--- config.mk ---
export PLATFORM = sky130hd
export DESIGN_NAME = ccpm_top
export DESIGN_NICKNAME = d
export VERILOG_FILES = /design/src/pkg/ccpm_pkg.sv /design/src/pkg/ccpm_reg_if.sv /design/src/hw/ccpm_top.sv /design/src/hw/ccpm_axil_slave.sv
export SDC_FILE = /design/constraint.sdc
export NUM_CORES = 1
export LEC_CHECK = 0
export ABC_AREA = 1
export CORE_MARGIN = 5
export CORE_UTILIZATION = 64
export CTS_CLUSTER_DIAMETER = 150
export CTS_CLUSTER_SIZE = 40
export DETAILED_ROUTE_END_ITERATION = 8
export DONT_BUFFER_PORTS = 1
export PLACE_DENSITY = 0.85
export REMOVE_ABC_BUFFERS = 1
export SETUP_SLACK_MARGIN = 0.1
export SLEW_MARGIN = 20
export SYNTH_ARGS = -nofsm -noshare
export SYNTH_HDL_FRONTEND = slang
export SYNTH_SLANG_ARGS = --single-unit
--- constraint.sdc ---
create_clock -name aclk -period 2.3 [get_ports aclk]
set_clock_uncertainty 0.15 [all_clocks]
set_input_delay 0.115 -clock aclk [delete_from_list [all_inputs] [get_ports aclk]]
set_output_delay 0.115 -clock aclk [all_outputs]
set_load 0.005 [all_outputs]
--- src/pkg/ccpm_pkg.sv ---
// Constants shared by the capture/compare unit and its register front end.
// Assumes a 32-bit AXI4-Lite bus with an 8-bit byte address.
package ccpm_pkg;
	localparam int CCPM_NUM_INST = 2;
	localparam int CCPM_ADDR_W = 8;

	// Register byte offsets
	localparam logic [7:0] CCPM_CTRL_OFS = 8'h00;
	localparam logic [7:0] CCPM_CAPL_OFS = 8'h04;
	localparam logic [7:0] CCPM_CAPH_OFS = 8'h08;
	localparam logic [7:0] CCPM_INST_STRIDE = 8'h10;
	localparam logic [7:0] CCPM_FLAGS_OFS = 8'h20;
	localparam logic [7:0] CCPM_STATUS_OFS = 8'h24;

	// Control register fields
	localparam int CCPM_MODE_LSB = 0;
	localparam int CCPM_DUTY_LSB = 4;
	localparam logic [5:0] CCPM_CTRL_RST = 6'h00;
	localparam logic [15:0] CCPM_CAP_RST = 16'h0000;

	// Mode field codes
	localparam logic [3:0] CCPM_MODE_OFF = 4'h0;
	localparam logic [3:0] CCPM_MODE_CMP_TOGGLE = 4'h2;
	localparam logic [3:0] CCPM_MODE_CAP_FALL = 4'h4;
	localparam logic [3:0] CCPM_MODE_CAP_RISE = 4'h5;
	localparam logic [3:0] CCPM_MODE_CAP_RISE4 = 4'h6;
	localparam logic [3:0] CCPM_MODE_CAP_RISE16 = 4'h7;
	localparam logic [3:0] CCPM_MODE_CMP_HIGH = 4'h8;
	localparam logic [3:0] CCPM_MODE_CMP_LOW = 4'h9;
	localparam logic [3:0] CCPM_MODE_CMP_SOFT = 4'ha;
	localparam logic [3:0] CCPM_MODE_CMP_TRIG = 4'hb;
	localparam logic [1:0] CCPM_GRP_CAPTURE = 2'h1;
	localparam logic [1:0] CCPM_GRP_COMPARE = 2'h2;
	localparam logic [1:0] CCPM_GRP_PWM = 2'h3;

	// Capture edge prescaler: last count before a capture
	localparam logic [1:0] CCPM_PRESC4_LAST = 2'h3;
	localparam logic [3:0] CCPM_PRESC16_LAST = 4'hf;

	localparam logic [1:0] CCPM_RESP_OKAY = 2'h0;
	localparam logic [1:0] CCPM_RESP_SLVERR = 2'h2;
endpackage

--- src/pkg/ccpm_reg_if.sv ---
// Register access path between the bus slave and the unit's register file.
// Assumes both ends run on the same clock; all signals are combinational.
`timescale 1ns/1ps
`default_nettype none
interface ccpm_reg_if;
	logic wr_en;
	logic [7:0] wr_addr;
	logic [7:0] wr_data;
	logic wr_ok;
	logic [7:0] rd_addr;
	logic [31:0] rd_data;
	logic rd_ok;
	modport bus (output wr_en, output wr_addr, output wr_data,
		output rd_addr, input wr_ok, input rd_data, input rd_ok);
	modport regs (input wr_en, input wr_addr, input wr_data,
		input rd_addr, output wr_ok, output rd_data, output rd_ok);
endinterface
`default_nettype wire

--- src/hw/ccpm_top.sv ---
// Two capture/compare units with their register file behind AXI4-Lite.
// Assumes the timer count and ADC enable come from logic on aclk;
// the unit pins come from pads and are synchronised here.
//
// Implementation choices: register access over AXI4-Lite and the address map.
`timescale 1ns/1ps
`default_nettype none
// Overview of operation
// - Two identical units, own registers and flag
// - Mode 0000 shuts unit off, resets state
// - Mode 0010 toggles output on match
// - Mode 1000 drives output high on match
// - Mode 1001 drives output low on match
// - Mode 1010 match sets flag only
// - Mode 1011 match resets timer
// - Duty low bits used only in PWM
// - Capture copies full 16-bit timer count
// - Mode 0100 captures every falling edge
// - Mode 0101 captures every rising edge
// - Modes 0110/0111 capture per 4/16 rises
// - Capture sets flag; only software clears
// - New capture silently overwrites old value
// - Driven pin level changes can cause capture
// - Prescaler cleared when off or leaving capture
// - Ratio change keeps prescaler count
// - Compare watches capture pair against timer
// - Trigger starts conversion when ADC enabled
module ccpm_top (
	input wire logic aclk,
	input wire logic aresetn,
	input wire logic [ccpm_pkg::CCPM_ADDR_W-1:0] s_axi_awaddr,
	input wire logic s_axi_awvalid,
	output logic s_axi_awready,
	input wire logic [31:0] s_axi_wdata,
	input wire logic [3:0] s_axi_wstrb,
	input wire logic s_axi_wvalid,
	output logic s_axi_wready,
	output logic [1:0] s_axi_bresp,
	output logic s_axi_bvalid,
	input wire logic s_axi_bready,
	input wire logic [ccpm_pkg::CCPM_ADDR_W-1:0] s_axi_araddr,
	input wire logic s_axi_arvalid,
	output logic s_axi_arready,
	output logic [31:0] s_axi_rdata,
	output logic [1:0] s_axi_rresp,
	output logic s_axi_rvalid,
	input wire logic s_axi_rready,
	input wire logic [ccpm_pkg::CCPM_NUM_INST-1:0] ccp_pin_in,
	output logic [ccpm_pkg::CCPM_NUM_INST-1:0] ccp_pin_out,
	output logic [ccpm_pkg::CCPM_NUM_INST-1:0] ccp_pin_oe,
	input wire logic [15:0] timer_count,
	input wire logic adc_enable,
	output logic [ccpm_pkg::CCPM_NUM_INST-1:0] timer_reset,
	output logic adc_go_set,
	output logic [ccpm_pkg::CCPM_NUM_INST-1:0][9:0] duty_value
);
	localparam int NCH = ccpm_pkg::CCPM_NUM_INST;

	typedef struct packed {
		logic [5:0] ctrl;
		logic [15:0] cap;
		logic [1:0] sync;
		logic prev;
		logic [3:0] presc;
		logic match_d;
		logic latch;
		logic oe;
		logic flag;
		logic treset;
		logic [9:0] duty;
	} ccpm_ch_t;

	typedef struct packed {
		ccpm_ch_t [NCH-1:0] ch;
		logic adc_go;
	} ccpm_state_t;

	ccpm_state_t s;
	ccpm_state_t next_s;
	logic [NCH-1:0] e_rise;
	logic [NCH-1:0] e_fall;
	logic [NCH-1:0] m_rise;
	logic [NCH-1:0] cap_take;
	logic [NCH-1:0] flag_clr;
	logic [3:0] mode [NCH];

	ccpm_reg_if rif ();

	ccpm_axil_slave u_slave (
		.aclk(aclk),
		.aresetn(aresetn),
		.s_axi_awaddr(s_axi_awaddr),
		.s_axi_awvalid(s_axi_awvalid),
		.s_axi_awready(s_axi_awready),
		.s_axi_wdata(s_axi_wdata),
		.s_axi_wstrb(s_axi_wstrb),
		.s_axi_wvalid(s_axi_wvalid),
		.s_axi_wready(s_axi_wready),
		.s_axi_bresp(s_axi_bresp),
		.s_axi_bvalid(s_axi_bvalid),
		.s_axi_bready(s_axi_bready),
		.s_axi_araddr(s_axi_araddr),
		.s_axi_arvalid(s_axi_arvalid),
		.s_axi_arready(s_axi_arready),
		.s_axi_rdata(s_axi_rdata),
		.s_axi_rresp(s_axi_rresp),
		.s_axi_rvalid(s_axi_rvalid),
		.s_axi_rready(s_axi_rready),
		.rif(rif)
	);

	function automatic logic inst_hit(input logic [7:0] addr, input int inst,
		input logic [7:0] ofs);
		return addr == 8'(inst * ccpm_pkg::CCPM_INST_STRIDE + ofs);
	endfunction

	function automatic logic addr_ok(input logic [7:0] addr);
		logic ok;
		ok = addr == ccpm_pkg::CCPM_FLAGS_OFS ||
			addr == ccpm_pkg::CCPM_STATUS_OFS;
		for (int i = 0; i < NCH; i++) begin
			ok = ok || inst_hit(addr, i, ccpm_pkg::CCPM_CTRL_OFS) ||
				inst_hit(addr, i, ccpm_pkg::CCPM_CAPL_OFS) ||
				inst_hit(addr, i, ccpm_pkg::CCPM_CAPH_OFS);
		end
		return ok;
	endfunction

	function automatic logic [1:0] grp(input logic [3:0] m);
		return m[3:2];
	endfunction

	function automatic logic is_cmp(input logic [3:0] m);
		return m == ccpm_pkg::CCPM_MODE_CMP_TOGGLE ||
			grp(m) == ccpm_pkg::CCPM_GRP_COMPARE;
	endfunction

	// Register read mux
	always_comb begin
		rif.rd_data = 32'h0000_0000;
		rif.rd_ok = addr_ok(rif.rd_addr);
		rif.wr_ok = addr_ok(rif.wr_addr);
		for (int i = 0; i < NCH; i++) begin
			if (inst_hit(rif.rd_addr, i, ccpm_pkg::CCPM_CTRL_OFS)) begin
				rif.rd_data[5:0] = s.ch[i].ctrl;
			end else if (inst_hit(rif.rd_addr, i,
				ccpm_pkg::CCPM_CAPL_OFS)) begin
				rif.rd_data[7:0] = s.ch[i].cap[7:0];
			end else if (inst_hit(rif.rd_addr, i,
				ccpm_pkg::CCPM_CAPH_OFS)) begin
				rif.rd_data[7:0] = s.ch[i].cap[15:8];
			end else if (rif.rd_addr == ccpm_pkg::CCPM_FLAGS_OFS) begin
				rif.rd_data[i] = s.ch[i].flag;
			end else if (rif.rd_addr == ccpm_pkg::CCPM_STATUS_OFS) begin
				rif.rd_data[2*i] = s.ch[i].sync[1];
				rif.rd_data[2*i+1] = s.ch[i].latch;
			end
		end
	end

	always_comb begin
		next_s = s;
		next_s.adc_go = 1'b0;
		for (int i = 0; i < NCH; i++) begin
			mode[i] = s.ch[i].ctrl[ccpm_pkg::CCPM_MODE_LSB +: 4];
			// Pad value is sampled even when driven, so port writes
			// can raise captures
			next_s.ch[i].sync = {s.ch[i].sync[0], ccp_pin_in[i]};
			next_s.ch[i].prev = s.ch[i].sync[1];
			e_rise[i] = s.ch[i].sync[1] && !s.ch[i].prev;
			e_fall[i] = !s.ch[i].sync[1] && s.ch[i].prev;
			// Edge of the match, so a slow timer fires once per value
			next_s.ch[i].match_d = is_cmp(mode[i]) &&
				timer_count == s.ch[i].cap;
			m_rise[i] = next_s.ch[i].match_d && !s.ch[i].match_d;
			next_s.ch[i].treset = 1'b0;

			if (rif.wr_en && inst_hit(rif.wr_addr, i,
				ccpm_pkg::CCPM_CTRL_OFS)) begin
				next_s.ch[i].ctrl = rif.wr_data[5:0];
			end
			if (rif.wr_en && inst_hit(rif.wr_addr, i,
				ccpm_pkg::CCPM_CAPL_OFS)) begin
				next_s.ch[i].cap[7:0] = rif.wr_data;
			end
			if (rif.wr_en && inst_hit(rif.wr_addr, i,
				ccpm_pkg::CCPM_CAPH_OFS)) begin
				next_s.ch[i].cap[15:8] = rif.wr_data;
			end
			// Write one to clear; a same-cycle event below wins
			flag_clr[i] = rif.wr_en &&
				rif.wr_addr == ccpm_pkg::CCPM_FLAGS_OFS && rif.wr_data[i];
			if (flag_clr[i]) begin
				next_s.ch[i].flag = 1'b0;
			end

			cap_take[i] = 1'b0;
			if (grp(mode[i]) == ccpm_pkg::CCPM_GRP_CAPTURE) begin
				case (mode[i])
					ccpm_pkg::CCPM_MODE_CAP_FALL: begin
						cap_take[i] = e_fall[i];
					end
					ccpm_pkg::CCPM_MODE_CAP_RISE: begin
						cap_take[i] = e_rise[i];
					end
					default: begin
						// Count runs on across ratio changes
						if (e_rise[i]) begin
							next_s.ch[i].presc = s.ch[i].presc + 4'h1;
							cap_take[i] = (mode[i] ==
								ccpm_pkg::CCPM_MODE_CAP_RISE4) ?
								s.ch[i].presc[1:0] ==
								ccpm_pkg::CCPM_PRESC4_LAST :
								s.ch[i].presc ==
								ccpm_pkg::CCPM_PRESC16_LAST;
						end
					end
				endcase
			end else begin
				next_s.ch[i].presc = 4'h0;
			end
			// Capture beats a same-cycle software write; no overrun flag
			if (cap_take[i]) begin
				next_s.ch[i].cap = timer_count;
				next_s.ch[i].flag = 1'b1;
			end

			if (m_rise[i]) begin
				next_s.ch[i].flag = 1'b1;
				case (mode[i])
					ccpm_pkg::CCPM_MODE_CMP_TOGGLE: begin
						next_s.ch[i].latch = !s.ch[i].latch;
					end
					ccpm_pkg::CCPM_MODE_CMP_HIGH: begin
						next_s.ch[i].latch = 1'b1;
					end
					ccpm_pkg::CCPM_MODE_CMP_LOW: begin
						next_s.ch[i].latch = 1'b0;
					end
					ccpm_pkg::CCPM_MODE_CMP_TRIG: begin
						next_s.ch[i].treset = 1'b1;
						if (adc_enable) begin
							next_s.adc_go = 1'b1;
						end
					end
					default: begin
					end
				endcase
			end

			// Soft-event and trigger modes leave the pin to the port
			next_s.ch[i].oe = mode[i] == ccpm_pkg::CCPM_MODE_CMP_TOGGLE ||
				mode[i] == ccpm_pkg::CCPM_MODE_CMP_HIGH ||
				mode[i] == ccpm_pkg::CCPM_MODE_CMP_LOW ||
				grp(mode[i]) == ccpm_pkg::CCPM_GRP_PWM;
			next_s.ch[i].duty = (grp(mode[i]) == ccpm_pkg::CCPM_GRP_PWM) ?
				{s.ch[i].cap[7:0],
				s.ch[i].ctrl[ccpm_pkg::CCPM_DUTY_LSB +: 2]} :
				10'h000;

			if (mode[i] == ccpm_pkg::CCPM_MODE_OFF) begin
				next_s.ch[i].latch = 1'b0;
				next_s.ch[i].presc = 4'h0;
				next_s.ch[i].match_d = 1'b0;
			end
		end
	end

	always_ff @(posedge aclk) begin
		if (!aresetn) begin
			s <= '0;
			for (int i = 0; i < NCH; i++) begin
				s.ch[i].ctrl <= ccpm_pkg::CCPM_CTRL_RST;
				s.ch[i].cap <= ccpm_pkg::CCPM_CAP_RST;
			end
		end else begin
			s <= next_s;
		end
	end

	always_comb begin
		for (int i = 0; i < NCH; i++) begin
			ccp_pin_out[i] = s.ch[i].latch;
			ccp_pin_oe[i] = s.ch[i].oe;
			timer_reset[i] = s.ch[i].treset;
			duty_value[i] = s.ch[i].duty;
		end
		adc_go_set = s.adc_go;
	end
endmodule
`default_nettype wire

--- src/hw/ccpm_axil_slave.sv ---
// AXI4-Lite slave front end: turns bus transfers into register strobes.
// Assumes the register file decodes addresses combinationally.
`timescale 1ns/1ps
`default_nettype none
module ccpm_axil_slave (
	input wire logic aclk,
	input wire logic aresetn,
	input wire logic [ccpm_pkg::CCPM_ADDR_W-1:0] s_axi_awaddr,
	input wire logic s_axi_awvalid,
	output logic s_axi_awready,
	input wire logic [31:0] s_axi_wdata,
	input wire logic [3:0] s_axi_wstrb,
	input wire logic s_axi_wvalid,
	output logic s_axi_wready,
	output logic [1:0] s_axi_bresp,
	output logic s_axi_bvalid,
	input wire logic s_axi_bready,
	input wire logic [ccpm_pkg::CCPM_ADDR_W-1:0] s_axi_araddr,
	input wire logic s_axi_arvalid,
	output logic s_axi_arready,
	output logic [31:0] s_axi_rdata,
	output logic [1:0] s_axi_rresp,
	output logic s_axi_rvalid,
	input wire logic s_axi_rready,
	ccpm_reg_if.bus rif
);
	typedef struct packed {
		logic awready;
		logic aw_done;
		logic [7:0] awaddr;
		logic wready;
		logic w_done;
		logic [7:0] wdata;
		logic wlane;
		logic bvalid;
		logic [1:0] bresp;
		logic arready;
		logic rvalid;
		logic [31:0] rdata;
		logic [1:0] rresp;
	} ccpm_axs_t;

	ccpm_axs_t s;
	ccpm_axs_t next_s;

	always_comb begin
		next_s = s;
		rif.wr_en = 1'b0;
		if (s_axi_awvalid && s.awready) begin
			next_s.aw_done = 1'b1;
			next_s.awaddr = s_axi_awaddr;
		end
		if (s_axi_wvalid && s.wready) begin
			next_s.w_done = 1'b1;
			next_s.wdata = s_axi_wdata[7:0];
			next_s.wlane = s_axi_wstrb[0];
		end
		// Registers are one byte wide, so only lane 0 can change them
		if (s.aw_done && s.w_done && !s.bvalid) begin
			rif.wr_en = s.wlane && rif.wr_ok;
			next_s.bvalid = 1'b1;
			next_s.bresp = rif.wr_ok ? ccpm_pkg::CCPM_RESP_OKAY :
				ccpm_pkg::CCPM_RESP_SLVERR;
			next_s.aw_done = 1'b0;
			next_s.w_done = 1'b0;
		end
		if (s.bvalid && s_axi_bready) begin
			next_s.bvalid = 1'b0;
		end
		next_s.awready = !next_s.aw_done && !next_s.bvalid;
		next_s.wready = !next_s.w_done && !next_s.bvalid;
		if (s_axi_arvalid && s.arready) begin
			next_s.arready = 1'b0;
			next_s.rvalid = 1'b1;
			next_s.rdata = rif.rd_data;
			next_s.rresp = rif.rd_ok ? ccpm_pkg::CCPM_RESP_OKAY :
				ccpm_pkg::CCPM_RESP_SLVERR;
		end
		if (s.rvalid && s_axi_rready) begin
			next_s.rvalid = 1'b0;
			next_s.arready = 1'b1;
		end
		rif.wr_addr = s.awaddr;
		rif.wr_data = s.wdata;
		rif.rd_addr = s_axi_araddr;
	end

	always_ff @(posedge aclk) begin
		if (!aresetn) begin
			s <= '0;
			s.awready <= 1'b1;
			s.wready <= 1'b1;
			s.arready <= 1'b1;
		end else begin
			s <= next_s;
		end
	end

	assign s_axi_awready = s.awready;
	assign s_axi_wready = s.wready;
	assign s_axi_bvalid = s.bvalid;
	assign s_axi_bresp = s.bresp;
	assign s_axi_arready = s.arready;
	assign s_axi_rvalid = s.rvalid;
	assign s_axi_rdata = s.rdata;
	assign s_axi_rresp = s.rresp;
endmodule
`default_nettype wire

==> results of run 1 <==
==> synth_stat cells, types with 4 or more instances <==
cell type and n:
a21oi_1 70, a21oi_2 18, buf_2 6, buf_4 64, clkbuf_1 14, dfxtp_1 123
inv_1 98, inv_2 13, nand2_1 189, nand2_4 6, nand3_1 69, nand4_1 23
nand4_4 4, nor2_1 106, nor2_2 8, nor3_1 9, o21ai_0 37, o21ai_1 34
xnor2_1 16, xor2_1 7
==> sequential cells by signal, summed over array words and instances, names as in the netlist, 2 cells and up <==
signal               cells
u_slave.s_axi_rdata      8
next_s                   4
s                       50
ccp_pin_out              2
timer_reset              2
u_slave.rif.wr_data      8
u_slave.s                3
duty_value              20
u_slave.rif.wr_addr      8
mode                     8
ccp_pin_oe               2
==> cells by family after synthesis <==
group,share of synthesized area (%)
flops,36.89
compound gates,14.66
other cells,0.05618
buf+inv,15.35
simple gates,29.65
fa+ha+maj,0.3748
xor+xnor,3.018
==> cell type report <==
class | instances | area, sq um
Antenna cell | 1 | 2.502
Timing Repair Buffer | 84 | 807.0
Clock inverter | 8 | 70.07
Clock buffer | 23 | 456.7
Multi-Input combinational cell | 653 | 3308
Tap cell | 136 | 170.2
Inverter | 112 | 420.4
Fill cell | 767 | 2530
Sequential cell | 123 | 2466
==> worst reg2reg max path: cells and delay by family, from the launching register on <==
| family | cells | cell delay, ps |
|---|---|---|
| AOI/OAI and AO/OA | 1 | 130 |
| buffers and inverters | 3 | 1260 |
| DFF | 1 | 330 |
| and+or+nand+nor | 2 | 130 |
==> where the power goes <==
part | total, mW | switching [mW] | internal [mW]
clock | 2.39 | 0.918 | 1.47
combinational | 0.546 | 0.326 | 0.220
sequential | 2.24 | 0.0545 | 2.19
total | 5.18 | 1.30 | 3.88
==> routing by layer <==
metal	global-route usage [%]	share of wire [%]	vias to the layer above
li1	-	-	3077
met1	37.18	38	2937
met2	48.39	46	415
met3	7.709	12	74
met4	13.86	4.7	0
met5	0	0	-
==> worst paths after layout <==
path              depth (start not counted)                endpoint  slack, ps                  from
setup / recovery                          6  u_slave.rif.wr_data[6]        180  u_slave.s_axi_wready
hold reg to reg                           2                   s[12]        320                 s[12]
setup reg to reg                          6  u_slave.rif.wr_data[6]        180  u_slave.s_axi_wready
hold / removal                            6  u_slave.s_axi_rdata[2]         20       s_axi_araddr[4]
==> what timing repair did <==
item                                    in CTS  in global routing
endpoints found under the setup margin       0                 38
resized for setup                            0                 11
hold buffers                                69                  0
hold endpoints to repair                   117                  0
buffers inserted                             0                  5
==> flow_summary.ini, run 1 <==
[cells_and_area]
final_nets = 1071
final_common_cell = nand2_1
synthToLayoutAreaGrowth_pct = 15.37
layout-drive-gt1-share_pct = 11.17
layout_common_cells = 189 x nand2_1, 120 x dfxtp_1, 106 x nor2_1, 97 x inv_1, 70 x a21oi_1
final_area_sq_mm = 0.007701
fin_cells = 1140
final_core_util_pct = 75.27

[place]
port_buffers = 0
post_dp_cell_area_sq_mm = 0.006417
dp_slack_ps = 163.2
dp.cells = 1034
routabilityCongestion = 1.032
place_hpwl_mm = 13.15

[clock_network]
htreeDepth = 4
cts_tree = yes
max-clock-path-buffers = 2
clk_pin_slew_ps = 60
clock_latency_ps = 530
cts_sinks = 123
cts_buffers = 17
cts-root-buf = clkbuf_8

[global_routing]
grt_first_pass_wirelength_mm = 30.02
grt_start_max_net_pins = 44
grt_pass1_vias = 6066
grt_overflow = 0
antenna_found_initial = 1
track_usage_pct = 29.84

[route]
wire_per_inst_microns = 16.91
viasPerCell = 5.704
drc = 0
dr.pass1.iters = 6
route.vias.total = 6503
ant_nets = 0
routed_wirelength_mm = 19.27
drtIter0Drc = 716

[logic_synthesis]
yosys_register_bits = 123
synth_top_area_share_pct = 36.89
yosysSeqAreaShare_pct = 36.89
yosys_most_used_dff = dfxtp_1
yosys.cell_types.count = 45
yosys.area.top_type = dfxtp_1
ys_warn_count = 0
async_flop_share_pct = 0
syn_area_per_cell_sq_um = 7.019
yosys-top-cells-area = dfxtp_1 37%, nand2_1 11%, buf_4 7.2%
synth-edff-count = 0
synth_area_sq_mm = 0.006675
synthCells = 951

[floorplan]
row_count = 37
die_x_microns = 112.1
boundaryPins = 146
die_area_sq_mm = 0.01257
initial_utilization_pct = 65.24
fp.dieH_microns = 112.1
core_sq_mm = 0.01023

[power]
ir_drop_uv = 484.2
cellPowerDensity_mw_per_mm2 = 672.3
p_leak_nw = 3.142
power_mw = 5.177

[timing]
setup_viol = 0
finalSetupTns_ps = 0
worstMarginPinSlew_ps = 926.7
drv_slew = 0
rsz0062_at_grt = no
fin_crit_sh_pct = 92.34
fin_hold_ws_ps = 24.54
fmax_mhz = 470.9
min_period_ps = 2124
finalHoldViolCount = 0
finalWorstSetupSlack_ps = 176.3
maxSlewHeadroom_pct = 38.22

[setup_path]
worstSetupStartpointType = register
crit_type = reg2reg
crit_path_top_delay_cell = dlygate4sd3_1
worst-path-buf-inv = 3
worstPathCellList = nand2_1 > buf_6 > o21ai_0 > dlygate4sd3_1 > nor2_1 > dlygate4sd3_1
critPathCaptureType = register
critical-path-max-stage-delay_ps = 560
cp_top_family = buffers and inverters
worst-path-max-fanout = 10
arrival_ps = 2390
cp_data_required_time_ps = 2560
cpMostUsedCell = dlygate4sd3_1

[run]
maxCapViolCount = 0

[hold_path]
hold_path.class = in2reg

[status]
status = completed
(Power assumes the default switching activity.)
==> inputs of run 2 (changes only) <==
Settings changed: ABC_AREA 1 to default.
==> run 2 against run 1 <==
Compared with the run above: register-to-register slack barely moved; critical path depth fell by 1; worst hold slack improved by 2.6 ps; critical path type unchanged.
==> flow_summary.ini, run 2 <==
[setup_path]
critPathCaptureType = register
arrival_ps = 2470
crit_type = reg2reg
worstSetupStartpointType = register
r2r_slack_ps = 160
reg2reg_depth = 5
worst-path-max-fanout = 9
worstReg2RegEnd = u_slave.s[39]
cp_data_required_time_ps = 2630
r2r_start = u_slave.s_axi_wready

[cells_and_area]
layout_common_cells = 122 x dfxtp_1, 89 x dlygate4sd3_1, 66 x nand2_1, 66 x nor2_1, 35 x a21oi_1
synthToLayoutAreaGrowth_pct = 20.95
final_nets = 853
nFillCells = 621
final_common_cell = dfxtp_1
layout-drive-gt1-share_pct = 9.415
top_register = s
final_area_sq_mm = 0.007584
fin_cells = 920
largest_reg_flops = 50

[hold_path]
hold_path.class = in2reg
hp-start = s_axi_araddr[3]
hold_path_depth = 3
holdPathEnd = u_slave.s_axi_rdata[7]

[global_routing]
grt_pass1_vias = 5548
antenna_found_initial = 0
grt_overflow = 0
track_usage_pct = 31.85
grt_first_pass_wirelength_mm = 28.73
grt_start_max_net_pins = 70

[floorplan]
die_area_sq_mm = 0.01188
core_sq_mm = 0.009684
die_x_microns = 109.0
boundaryPins = 146
fp.dieH_microns = 109.0
initial_utilization_pct = 64.74
row_count = 36

[clock_network]
clk_pin_slew_ps = 60
cts_tree = yes
cts-root-buf = clkbuf_8
max-clock-path-buffers = 2
htreeDepth = 4
cts_sinks = 123
cts_buffers = 17
clock_latency_ps = 540

[route]
wire_per_inst_microns = 20.28
routed_wirelength_mm = 18.65
drc = 0
drtIter0Drc = 570
ant_nets = 0
route.vias.total = 5673
dr.pass1.iters = 6
viasPerCell = 6.166

[logic_synthesis]
yosys.cell_types.count = 66
syn_area_per_cell_sq_um = 8.612
ys_warn_count = 0
async_flop_share_pct = 0
post-synth-top-count-cell = dfxtp_1
synth_area_sq_mm = 0.006270
yosys.area.top_type = dfxtp_1
synthCells = 728
yosys_register_bits = 123
synth_commonest_cells = 123 x dfxtp_1, 67 x nor2_1, 66 x nand2_1
yosys-top-cells-area = dfxtp_1 39%, buf_4 7.4%, mux2i_1 5.3%
yosysSeqAreaShare_pct = 39.27
synth-edff-count = 0
yosys_most_used_dff = dfxtp_1
synth_top_area_share_pct = 39.27

[place]
routabilityCongestion = 0.9227
port_buffers = 0
dp.cells = 794
place_hpwl_mm = 11.37
post_dp_cell_area_sq_mm = 0.006007

[power]
ir_drop_uv = 414.4
power_mw = 5.540
p_leak_nw = 2.826
cellPowerDensity_mw_per_mm2 = 730.5

[timing]
fin_crit_sh_pct = 92.93
min_period_ps = 2137
setup_viol = 0
fmax_mhz = 467.9
worstMarginPinSlew_ps = 865.1
maxSlewHeadroom_pct = 42.33
fin_hold_ws_ps = 27.19
drv_slew = 0
rsz0062_at_grt = no
finalHoldViolCount = 0

[status]
status = completed

[run]
maxCapViolCount = 0
run 2: kinds of logic (layout without fill, tap and decap cells):
kind of cell    count (synthesis)  after routing  share of synthesized area [%]
compound gates                148            148                          15.81
xor+xnor                       38             38                          5.308
fa+ha+maj                       2              2                         0.3991
buf+inv                       119            152                          11.22
flops                         123            123                          39.27
mux                            34             34                          5.448
other cells                     1             27                        0.05981
simple gates                  263            263                          22.49
run 2: layout make-up:
cell class | instances | area, sq um | area share [%]
Clock buffer | 17 | 414.1 | 5.461
Tap cell | 133 | 166.4 | 2.194
Antenna cell | 1 | 2.502 | 0.03300
Clock inverter | 15 | 214.0 | 2.821
Sequential cell | 123 | 2464 | 32.49
Timing Repair Buffer | 107 | 1044 | 13.76
Inverter | 13 | 48.80 | 0.6435
Multi-Input combinational cell | 511 | 3231 | 42.60
run 2: power by group:
part,switching [mW],internal (mW)
Sequential,0.0739,2.18
Combinational,0.235,0.218
Clock,1.05,1.78
Total,1.36,4.18
run 2: through the flow:
| stage | TNS, ps | setup slack [ps] | util, % |
|---|---|---|---|
| 2_1_floorplan | -3694 | -128.3 | - |
| 3_3_place_gp | 0 | 345.5 | 62.03 |
| 3_5_place_dp | 0 | 243.3 | 62.03 |
| 4_1_cts | 0 | 120.2 | 77.92 |
| 5_1_grt | 0 | 91.51 | 78.28 |
| 6_report | 0 | 162.7 | 78.31 |
run 2: worst max path at each step:
stage,start,to,slack [ps],cells after the start
after floorplan,s[16],s[23],-130,6
after global placement,u_slave.rif.wr_addr[7],s[23],350,5
after detailed placement,u_slave.rif.wr_addr[7],s[29],240,5
after CTS,u_slave.s_axi_wready,u_slave.rif.wr_data[6],120,5
after global routing,u_slave.s_axi_bvalid,s[74],90,6
final,u_slave.s_axi_wready,u_slave.s[39],160,5
run 2: worst max-delay path, cell delays in order, from the launching register on:
cell           delay (ps)
dfxtp_1               380
and2_4                210
nand2_1                70
dlygate4sd3_1         570
a21oi_1               150
dlygate4sd3_1         550
run 2: repair_timing:
action,4_1_cts,5_1_grt
hold buffers,91,0
setup buffers,0,3
endpoints found under the setup margin,0,33
endpoints found under the hold margin,121,0
gates resized for setup,0,8
run 2: layer usage:
layer / part of all wire (%) / GRT usage (%) / wire (microns) / up-vias
met2: 48 / 52.94 / 8966 / 342
met1: 36 / 36.19 / 6796 / 2662
met5: 0 / 0 / 0 / -
met3: 10 / 9.591 / 1944 / 91
met4: 5.1 / 18.30 / 946 / 0
li1: - / - / - / 2578
